--- src/switch_host_bus_port_pkg.sv ---
// Constants, field positions and state codes for the switch processor port.
// Assumes one 200 MHz core clock; every pin arrives asynchronously to it.
`default_nettype none

package switch_host_bus_port_pkg;

  // Data path and address widths
  localparam int DATA_W = 16;
  localparam int BYTE_W = 8;
  localparam int ADDR_W = 8;

  // Clock and timing
  localparam int CLK_PERIOD_NS = 5;
  localparam int ACK_HIGH_NS = 10;
  // Longest time: rounds down, never below one cycle
  localparam int ACK_HIGH_CYCLES = (ACK_HIGH_NS / CLK_PERIOD_NS) < 1 ? 1 :
                                   (ACK_HIGH_NS / CLK_PERIOD_NS);
  localparam int ACK_CNT_W = 2;
  localparam logic [ACK_CNT_W-1:0] ACK_CNT_ZERO = 2'h0;
  localparam logic [ACK_CNT_W-1:0] ACK_CNT_ONE = 2'h1;
  localparam logic [ACK_CNT_W-1:0] ACK_CNT_LOAD = ACK_CNT_W'(ACK_HIGH_CYCLES);

  // Positions in the synchronised pin vector
  localparam int PIN_CS_N = 0;
  localparam int PIN_STB = 1;
  localparam int PIN_RW = 2;
  localparam int PIN_ALE = 3;
  localparam int PIN_MUX = 4;
  localparam int PIN_SEP = 5;
  localparam int PIN_RST_N = 6;
  localparam int PIN_ADDR = 7;
  localparam int PIN_LOW = PIN_ADDR + ADDR_W;
  localparam int PIN_HIGH = PIN_LOW + BYTE_W;
  localparam int SYNC_W = PIN_HIGH + BYTE_W;
  // Reset image: chip select and device reset idle high, all else low
  localparam logic [SYNC_W-1:0] PIN_IDLE = 31'h0000_0041;

  // Address space split: top address bits pick the register space
  localparam int REG_SEL_MSB = 7;
  localparam int REG_SEL_LSB = 5;
  localparam logic [REG_SEL_MSB-REG_SEL_LSB:0] REG_SEL_CODE = 3'h0;

  typedef enum logic [1:0] {
    REGION_CTRL = 2'h0,
    REGION_DATA = 2'h1,
    REGION_CONN = 2'h2
  } region_e;

  // Gray path: idle -> access -> ack -> end -> idle
  typedef enum logic [1:0] {
    ST_IDLE = 2'b00,
    ST_ACCESS = 2'b01,
    ST_ACK = 2'b11,
    ST_END = 2'b10
  } port_state_e;

  // Target of an access from its address and the memory select bit
  function automatic region_e decode_region(input logic [ADDR_W-1:0] addr,
                                            input logic mem_sel);
    if (addr[REG_SEL_MSB:REG_SEL_LSB] == REG_SEL_CODE) begin
      return REGION_CTRL;
    end else if (mem_sel) begin
      return REGION_CONN;
    end else begin
      return REGION_DATA;
    end
  endfunction

endpackage

`default_nettype wire

--- src/pin_sync.sv ---
// Three-stage synchroniser for a vector of asynchronous pins.
// Assumes each bit may change at any time; output moves when stages two and three agree.
`default_nettype none

module pin_sync
  import switch_host_bus_port_pkg::*;
#(
  parameter int W = 1,
  parameter logic [W-1:0] IDLE = '0
) (
  // Clock and reset
  input wire logic core_clk,
  input wire logic srst,
  // Pins and filtered result
  input wire logic [W-1:0] pin_in,
  output logic [W-1:0] pin_out
);

  genvar i;
  generate
    for (i = 0; i < W; i++) begin : g_bit
      // Stages local to each bit so every flop has exactly one writer
      logic s1_reg;
      logic s2_reg;
      logic s3_reg;
      logic out_reg;
      // First stage feeds only the second; the agree check uses two and three
      always_ff @(posedge core_clk) begin
        if (srst) begin
          s1_reg <= IDLE[i];
          s2_reg <= IDLE[i];
          s3_reg <= IDLE[i];
          out_reg <= IDLE[i];
        end else begin
          s1_reg <= pin_in[i];
          s2_reg <= s1_reg;
          s3_reg <= s2_reg;
          if (s2_reg == s3_reg) begin
            out_reg <= s3_reg;
          end
        end
      end
      assign pin_out[i] = out_reg;
    end
  endgenerate

endmodule

`default_nettype wire

--- src/ack_driver.sv ---
// Open-drain style driver for the active-low transfer acknowledge pin.
// Assumes an external pull-up holds the pin high whenever it is released.
`default_nettype none

module ack_driver
  import switch_host_bus_port_pkg::*;
(
  // Clock and reset
  input wire logic core_clk,
  input wire logic srst,
  // Control from the port sequencer
  input wire logic ack_assert,
  input wire logic cs_active,
  // Pin side: enable is low while driving
  output logic ack_n_out,
  output logic ack_oe_n
);

  logic assert_reg;
  logic [ACK_CNT_W-1:0] high_cnt_reg;
  logic [ACK_CNT_W-1:0] high_cnt_next;
  logic drive_low;
  logic drive_high;

  // Ack falling away starts the short high drive
  assign high_cnt_next = (assert_reg && !ack_assert) ? ACK_CNT_LOAD :
                         (high_cnt_reg != ACK_CNT_ZERO) ? high_cnt_reg - ACK_CNT_ONE :
                         ACK_CNT_ZERO;

  always_ff @(posedge core_clk) begin
    if (srst) begin
      assert_reg <= 1'b0;
      high_cnt_reg <= ACK_CNT_ZERO;
    end else begin
      assert_reg <= ack_assert;
      high_cnt_reg <= high_cnt_next;
    end
  end

  // Strong high speeds the edge so a weak pull-up is enough
  assign drive_low = ack_assert;
  assign drive_high = !ack_assert && (high_cnt_reg != ACK_CNT_ZERO);
  assign ack_n_out = !drive_low;
  // Never drive without chip select
  assign ack_oe_n = !((drive_low || drive_high) && cs_active);

endmodule

`default_nettype wire

--- src/switch_host_bus_port.sv ---
// Processor port of the time-slot switch: pin decode, address latch, access sequencer.
// Assumes the memories answer acc_req with acc_done and hold acc_rdata with it.
//
// Overview of operation
// - Mode pin high selects multiplexed, low non-multiplexed
// - Non-multiplexed address comes from dedicated lines
// - Multiplexed address comes from shared low pins
// - Sixteen-bit data: shared low byte, separate high
// - Multiplexed data strobe active high with chip select
// - Non-multiplexed data strobe active low with select
// - Separate-strobe style: drive bus while read low
// - Direction input picks read or write
// - Separate-strobe style: sample bus while write low
// - Chip select starts access; otherwise port ignored
// - Latch strobe used only in multiplexed mode
// - Assert acknowledge low when transfer completes
// - Drive acknowledge high briefly, then release it
// - Device reset clears state, floats outputs
// - Address plus memory select bit picks target
`default_nettype none

module switch_host_bus_port
  import switch_host_bus_port_pkg::*;
(
  // Core clock and reset
  input wire logic core_clk,
  input wire logic srst,
  // Port configuration pins
  input wire logic port_mux_select,
  input wire logic sep_strobe_style,
  input wire logic dev_reset_n,
  // Port control pins
  input wire logic chip_sel_n,
  input wire logic strobe_or_read_n,
  input wire logic rw_or_write_n,
  input wire logic addr_latch_strobe,
  input wire logic [ADDR_W-1:0] addr_lines,
  // Shared low byte pins
  input wire logic [BYTE_W-1:0] shared_low_byte_in,
  output logic [BYTE_W-1:0] shared_low_byte_out,
  output logic shared_low_byte_oe_n,
  // Upper byte pins
  input wire logic [BYTE_W-1:0] upper_byte_lines_in,
  output logic [BYTE_W-1:0] upper_byte_lines_out,
  output logic upper_byte_lines_oe_n,
  // Acknowledge pin
  output logic transfer_ack_n_out,
  output logic transfer_ack_n_oe_n,
  // Memory select from the control register
  input wire logic memory_select_bit,
  // Internal access request
  output logic acc_req,
  output logic acc_write,
  output logic [1:0] acc_region,
  output logic [ADDR_W-1:0] acc_addr,
  output logic [DATA_W-1:0] acc_wdata,
  // Internal access answer
  input wire logic acc_done,
  input wire logic [DATA_W-1:0] acc_rdata,
  // Device reset effects
  output logic clear_state,
  output logic serial_out_hiz
);

  logic [SYNC_W-1:0] pins_raw;
  logic [SYNC_W-1:0] pins_s;
  logic cs_act;
  logic stb_s;
  logic rw_s;
  logic ale_s;
  logic mux_mode;
  logic sep_style;
  logic dev_rst;
  logic [ADDR_W-1:0] addr_s;
  logic [BYTE_W-1:0] low_s;
  logic [BYTE_W-1:0] high_s;

  logic ds_high_act;
  logic ds_low_act;
  logic rd_act;
  logic wr_act;
  logic bus_active;
  logic is_read;
  logic ale_fall;
  logic [ADDR_W-1:0] addr_sel;
  logic drive_data;

  logic ale_prev_reg;
  logic [ADDR_W-1:0] addr_latch_reg;
  port_state_e state_reg;
  port_state_e state_next;
  logic req_reg;
  logic write_reg;
  region_e region_reg;
  logic [ADDR_W-1:0] addr_reg;
  logic [DATA_W-1:0] wdata_reg;
  logic [DATA_W-1:0] rdata_reg;
  logic start;
  logic rdata_load;
  logic ack_req;

  // Every pin passes the three-stage filter
  assign pins_raw = {upper_byte_lines_in, shared_low_byte_in, addr_lines, dev_reset_n,
                     sep_strobe_style, port_mux_select, addr_latch_strobe, rw_or_write_n,
                     strobe_or_read_n, chip_sel_n};

  pin_sync #(
    .W(SYNC_W),
    .IDLE(PIN_IDLE)
  ) u_pin_sync (
    .core_clk(core_clk),
    .srst(srst),
    .pin_in(pins_raw),
    .pin_out(pins_s)
  );

  // Unpack filtered pins
  assign cs_act = !pins_s[PIN_CS_N];
  assign stb_s = pins_s[PIN_STB];
  assign rw_s = pins_s[PIN_RW];
  assign ale_s = pins_s[PIN_ALE];
  assign mux_mode = pins_s[PIN_MUX];
  assign sep_style = pins_s[PIN_SEP];
  assign dev_rst = srst || !pins_s[PIN_RST_N];
  assign addr_s = pins_s[PIN_LOW-1:PIN_ADDR];
  assign low_s = pins_s[PIN_HIGH-1:PIN_LOW];
  assign high_s = pins_s[SYNC_W-1:PIN_HIGH];

  // Strobe decode for the three bus styles
  assign ds_high_act = mux_mode && !sep_style && cs_act && stb_s;
  assign ds_low_act = !mux_mode && cs_act && !stb_s;
  assign rd_act = mux_mode && sep_style && cs_act && !stb_s;
  assign wr_act = mux_mode && sep_style && cs_act && !rw_s;
  // Nothing counts while chip select is high
  assign bus_active = ds_high_act || ds_low_act || rd_act || wr_act;
  // Direction: high means read in the strobe-plus-direction styles
  assign is_read = (mux_mode && sep_style) ? rd_act : rw_s;

  // Address latch on the falling edge, multiplexed mode only
  assign ale_fall = mux_mode && ale_prev_reg && !ale_s;

  always_ff @(posedge core_clk) begin
    if (dev_rst) begin
      ale_prev_reg <= 1'b0;
      addr_latch_reg <= '0;
    end else begin
      ale_prev_reg <= ale_s;
      if (ale_fall) begin
        addr_latch_reg <= low_s;
      end
    end
  end

  // Address source follows the mode pin
  assign addr_sel = mux_mode ? addr_latch_reg : addr_s;

  // Sequencer next state
  always_comb begin
    state_next = state_reg;
    unique case (state_reg)
      ST_IDLE: begin
        if (bus_active) begin
          state_next = ST_ACCESS;
        end
      end
      ST_ACCESS: begin
        if (!bus_active) begin
          state_next = ST_END;
        end else if (acc_done) begin
          state_next = ST_ACK;
        end
      end
      ST_ACK: begin
        if (!bus_active) begin
          state_next = ST_END;
        end
      end
      ST_END: begin
        state_next = ST_IDLE;
      end
    endcase
  end

  assign start = (state_reg == ST_IDLE) && bus_active;

  // State and request registers; device reset clears them
  always_ff @(posedge core_clk) begin
    if (dev_rst) begin
      state_reg <= ST_IDLE;
      req_reg <= 1'b0;
    end else begin
      state_reg <= state_next;
      req_reg <= start;
    end
  end

  // Direction captured once at the start; later pin noise cannot flip it
  always_ff @(posedge core_clk) begin
    if (dev_rst) begin
      write_reg <= 1'b0;
    end else if (start) begin
      write_reg <= !is_read;
    end
  end

  // Target region fixed for the whole access
  always_ff @(posedge core_clk) begin
    if (dev_rst) begin
      region_reg <= REGION_CTRL;
    end else if (start) begin
      region_reg <= decode_region(addr_sel, memory_select_bit);
    end
  end

  // Address held until the next request
  always_ff @(posedge core_clk) begin
    if (dev_rst) begin
      addr_reg <= '0;
    end else if (start) begin
      addr_reg <= addr_sel;
    end
  end

  // Write word from both byte lanes at once
  always_ff @(posedge core_clk) begin
    if (dev_rst) begin
      wdata_reg <= '0;
    end else if (start) begin
      wdata_reg <= {high_s, low_s};
    end
  end

  // Read data loads only on a completed read that is still strobed
  assign rdata_load = (state_reg == ST_ACCESS) && bus_active && acc_done && !write_reg;

  // Read data held until the next completed read
  always_ff @(posedge core_clk) begin
    if (dev_rst) begin
      rdata_reg <= '0;
    end else if (rdata_load) begin
      rdata_reg <= acc_rdata;
    end
  end

  // Internal request outputs
  assign acc_req = req_reg;
  assign acc_write = write_reg;
  assign acc_region = region_reg;
  assign acc_addr = addr_reg;
  assign acc_wdata = wdata_reg;

  // Drive data only on a read with chip select, never in device reset
  assign drive_data = bus_active && is_read && !dev_rst;
  assign shared_low_byte_out = rdata_reg[BYTE_W-1:0];
  assign upper_byte_lines_out = rdata_reg[DATA_W-1:BYTE_W];
  assign shared_low_byte_oe_n = !drive_data;
  assign upper_byte_lines_oe_n = !drive_data;

  // Acknowledge stays low only while the host still strobes
  assign ack_req = (state_reg == ST_ACK) && bus_active;

  // Acknowledge pin handling
  ack_driver u_ack_driver (
    .core_clk(core_clk),
    .srst(dev_rst),
    .ack_assert(ack_req),
    .cs_active(cs_act),
    .ack_n_out(transfer_ack_n_out),
    .ack_oe_n(transfer_ack_n_oe_n)
  );

  // Device reset effects seen by the rest of the switch
  assign clear_state = dev_rst;
  assign serial_out_hiz = dev_rst;

endmodule

`default_nettype wire

--- config.mk ---
export PLATFORM = sky130hd
export DESIGN_NAME = switch_host_bus_port
export DESIGN_NICKNAME = d
export VERILOG_FILES = /design/src/switch_host_bus_port_pkg.sv /design/src/pin_sync.sv /design/src/ack_driver.sv /design/src/switch_host_bus_port.sv
export SDC_FILE = /design/constraint.sdc
export NUM_CORES = 1
export LEC_CHECK = 0
export BUFFER_PORTS_ARGS = -buffer_cell sky130_fd_sc_hd__buf_4
export CAP_MARGIN = 25
export CORE_MARGIN = 2
export CORE_UTILIZATION = 40
export DETAILED_ROUTE_END_ITERATION = 7
export GPL_ROUTABILITY_DRIVEN = 0
export PLACE_DENSITY = 0.7
export SLEW_MARGIN = 20
export SYNTH_ARGS = -nofsm -noshare
export SYNTH_HDL_FRONTEND = slang
export SYNTH_SLANG_ARGS = --single-unit
--- constraint.sdc ---
create_clock -name core_clk -period 3.8 [get_ports core_clk]
set_input_delay 0.76 -clock core_clk [delete_from_list [all_inputs] [get_ports core_clk]]
set_output_delay 0.76 -clock core_clk [all_outputs]
set_load 0.05 [all_outputs]
# Word-level counts from Yosys, hierarchy flattened
# Index checks and enable logic that the tools add are counted.
# classes
add_sub_neg	1
eq_ne	37
muxes	11
n_bitwise	1
reduce_logical	44
# ops
cell	n
$eq A1 B1 Y1	31
$logic_and A1 B1 Y1	21
$mux W2	8
$logic_not A1 Y1	13
$mux W8	1
$pmux W2 S4	1
$logic_or A1 B1 Y1	5
$eq A2 B2 Y1 const B	2
$ne A2 B2 Y1 const B	2
$logic_not A3 Y1	1
$ne A3 B3 Y1 const B	1
$reduce_and A3 Y1	1
$reduce_or A3 Y1	1
$eq A2 B1 Y1 const B	1
$logic_not A2 Y1	1
$reduce_bool A2 Y1	1
$sub A2 B1 Y2 const B	1
$mux W1	1
$not A1 Y1	1
# word_totals
regBits	182
inputBits	51
out_inout_bits	50
word_cells	230

# Depth between registers and ports, before layout
# depth
depth_word	13
depth_mapped	7
depth_no_buf	5

# Cells and area by module
# From an unflattened synthesis, not the netlist that was laid out.
# hier_totals
hier_cells	620
hier_area_um2	6164.7
# by_module_without_submodules
mod	instances	cells_each	area_per_inst_um2	seq_area_each_um2
pin_sync	1	354	3804.9	2482.4
switch_host_bus_port	1	255	2252.2	1101.1
ack_driver	1	11	107.6	60.1

# Worst setup path after synthesis
# OpenSTA, ideal clock, no wires.
# synth_path
kind	input port to output port
start	input srst
end	output upper_byte_lines_oe_n
arrival_time_ps	2483
setup_slack_ps	557
stages	6
path_cell_list	clkbuf_1 -> and2b_1 -> clkinv_1 -> or3_1 -> or2_1 -> buf_4
# synth_via
elab_chain_len	4
# synth_rtl
element	line_no	text
from (decl)	switch_host_bus_port.sv:27	input wire logic srst,
$logic_or A1 B1 Y1	switch_host_bus_port.sv:124	assign dev_rst = srst || !pins_s[PIN_RST_N];
$logic_not A1 Y1	switch_host_bus_port.sv:253	assign drive_data = bus_active && is_read && !dev_rst;
$logic_and A1 B1 Y1	switch_host_bus_port.sv:253	
$logic_not A1 Y1	-	
to (decl)	switch_host_bus_port.sv:45	output logic upper_byte_lines_oe_n,
# No other way between the ends.

# Final worst setup path
# layout_path
start	register u_pin_sync.g_bit[1].out_reg
end	output upper_byte_lines_oe_n
# layout_via
elab_chain_len	8
elab_cells_between_ends	11
classes_between	1 x mux; 10 x reduce/logical
# layout_rtl
element	line_no	text
from (decl)	pin_sync.sv:26	logic out_reg;
from (signal assigned)	pin_sync.sv:33	out_reg <= IDLE[i];
from (signal assigned)	pin_sync.sv:39	out_reg <= s3_reg;
$logic_not A1 Y1	switch_host_bus_port.sv:131, switch_host_bus_port.sv:132	
$logic_and A1 B1 Y1	switch_host_bus_port.sv:131	assign ds_low_act = !mux_mode && cs_act && !stb_s;
$logic_or A1 B1 Y1 (3 in series)	switch_host_bus_port.sv:135	assign bus_active = ds_high_act || ds_low_act || rd_act || wr_act;
$logic_and A1 B1 Y1 * (2 in series)	switch_host_bus_port.sv:253	
$logic_not A1 Y1 *	switch_host_bus_port.sv:257	assign upper_byte_lines_oe_n = !drive_data;
# Every way passes the cells marked *; elsewhere a longest branch is shown, timed or not.

==> impl_results.md <==
* Crit. End Element: primary output
* Number of hold buffers added after cts at 0
* Hold Crit Start: u_pin_sync.g_bit[0].s1_reg$_SDFF_PP1_
* Tcrit/Tclk final at 84.2%
* Crit path top cell by count: buf_4
* Critical path depth at 6
* Post-synth EDFFs at 0
* Io pins at 101
* Hold slack at 0.407 ns
* Final nets at 726
* GRT Util Overall at 15.4%
* Post-route ant nets at 0
* Arr. time, crit path at 2.44 ns
* Root Driver: clkbuf_16
* GR peak layer: met2
* M2 GR Usage at 25.7%
* Final Skew at 0.00574 ns
* Seq cells post-synth at 182
* Fmax at 313 MHz
* CTS tree: done
* Clock slew at the register clock pins of the worst setup and hold paths at 0.06 ns
* Wire length per cell at 13.7 microns
* Max-slew violations at 0
* Chip width at 126 microns
* Grt ovf at 0
* Hold path cells at 1
* First-pass GRT wire length at 19.4 mm
* Ys flop type: dfxtp_1
* Core area at 14500 sq um
* Via count at 4244
* Vias in the first global route at 4059
* GRT met1 Usage at 18.4%
* Crit path required time at 3.04 ns
* IO Port Bufs at 100
* Syn_area_per_cell at 10.0 sq um
* Met3 usage at 4.38%
* Synth Warn # at 0
* Yosys cell types at 40
* R2r startpoint: u_pin_sync.g_bit[1].out_reg$_SDFFE_PP0N_
* Final wirelength at 11.9 mm
* Mapped Cells at 589
* RSZ-0062 raised after global routing: no
* Clock Sinks at 182
* Critical path class: register to primary output
* Std cell rows at 44
* Drt pass-1 iters at 4
* Syn nets at 640
* Layout area overhead at 24.5%
* Non-Filler Instances at 872
* Initial DRC Count at 338
* Status: completed
* DRC at 0
* Critical path's top delay family: simple AND/OR/NAND/NOR gates
* Slowest CP cell: dfxtp_1
* Asr flop ratio synth at 0%
* Pwr per Cell Area at 508 nW/um^2
* Critical path cell sequence: nor2b_4 > a311o_1 > buf_4 > or3_1 > or2_1 > buf_4
* Synthesized cell area at 5920 sq um
* Slew @ Worst Pin at 0.965 ns
* Setup violators final at 0
* Tightest Hold Check Type: register to register
* Crit path launch: u_pin_sync.g_bit[1].out_reg$_SDFFE_PP0N_
* Sequential share of the synthesized area at 61.6%
* Starting Density at 40.9%
* Final min period at 3.20 ns
* CTS Buf Count at 17
* Postcts setup bufs at 0
* Peak supply drop at 300 uV
* CP peak stage delay at 0.41 ns
* Initial antenna violation count at 0
* Leak Pwr at 2.84 nW
* H-tree Lvls at 4
* R2R depth at 5
* Max Root-Sink Buffers at 2
* Hold Fails Final Rpt at 0
* Vias/cell at 4.87
* Max-slew headroom at 35.7%
* R2R Setup Slk at 1.56 ns
* Pin count of the biggest net entering global routing at 103
* Inst Count DP at 839
* CP Max Fanout at 36
* Worst setup SP type: register
* CP bufs+invs at 2
* Layout cell share with drive strength beyond 1 at 21.9%
* # Max-Cap Violations at 0
* Post-cts sizing count at 0
* Setup TNS at 0 ns
* Die H at 126 microns
* Final-layout fill cell count at 1323
* Antenna cells at 0
* Die ar. at 15800 sq um
* Detailed Place HPWL at 8.01 mm
* Skew-Pair Late Insertion Delay at 0.42 ns
-- stage by stage --
stage               setup WS (ns)  utilization [%]  power (W)  area [sq um]
floorplan                   0.557                -    0.00207          5920
global placement            0.786             46.8    0.00212          6780
detailed placement          0.761             46.8    0.00212          6780
CTS                         0.568             50.8    0.00380          7350
global route                0.470             50.9    0.00389          7370
finish                      0.602             50.9    0.00374          7370
-- cell type report --
cell class | instances | area (sq um) | area share, %
repair buffers | 107 | 811 | 11.0
well taps | 184 | 230 | 3.12
clock buffers | 20 | 457 | 6.20
clock inverters | 12 | 118 | 1.60
multi-input cells | 365 | 2100 | 28.5
flip-flops and latches | 182 | 3640 | 49.4
inverters | 2 | 7.51 | 0.102
-- cell families after synthesis --
family,Yosys count,share of synthesized area (%)
AOI/OAI and AO/OA,152,13.6
buffers and inverters,42,3.21
DFF,182,61.6
muxes,17,2.87
and+or+nand+nor,196,18.7
-- report_power, final --
| part | switching (W) | internal (W) | total (W) |
|---|---|---|---|
| sequential | 0.0000161 | 0.00195 | 0.00196 |
| combinational | 0.0000529 | 0.0000599 | 0.000113 |
| clock | 0.000718 | 0.000947 | 0.00167 |
-- worst register-to-register path, stage by stage (launching register included) --
cell	delay (ns)
dfxtp_1	0.41
nor2b_4	0.18
a311oi_4	0.78
buf_4	0.43
a21oi_1	0.12
a211oi_1	0.24
-- routing by layer --
layer  vias to the layer above  wire, microns
met5                         -              0
met2                        82           5950
met1                      1971           5240
met3                        19            481
met4                         0            276
li1                       2172              -
-- worst paths after layout --
path | endpoint
max reg2reg | acc_addr[4]$_SDFFE_PP0P_
min | u_pin_sync.g_bit[0].s2_reg$_SDFF_PP1_
min reg2reg | u_pin_sync.g_bit[0].s2_reg$_SDFF_PP1_
max | upper_byte_lines_oe_n
-- placed cells by master (no fill, tap or decap), types with 2 or more instances in the layout --
master / count
o21ai_1: 7
clkbuf_16: 17
or3_1: 2
nor2_1: 13
a211oi_1: 8
nand2_1: 34
nor4_1: 2
a21oi_1: 74
clkbuf_8: 2
o21ai_0: 57
nand3_1: 33
clkinv_4: 4
clkinv_2: 2
dfxtp_1: 182
buf_4: 106
nor2b_1: 87
o21bai_1: 2
nand3b_1: 2
mux2i_1: 17
or2_2: 6
nor3_1: 3
inv_6: 4
-- Yosys cell counts (2+ instances only) --
cell type  instances  area share, %
nor2_1            13           0.82
clkbuf_1          30            1.9
nor4_1             2           0.21
a211oi_1           8            1.0
o21ai_0           57            4.8
or2_2              6           0.63
buf_6              2           0.38
or3_1              2           0.21
dfxtp_1          182             62
mux2i_1           17            2.9
nor2b_1           87            9.2
buf_4              3           0.38
nand3_1           33            2.8
o21ai_1            7           0.59
nand3b_1           2           0.25
nand2_1           34            2.2
a21oi_1           74            6.3
nor3_1             3           0.25
buf_2              5           0.42
o21bai_1           2           0.25
(Power assumes the default switching activity.)
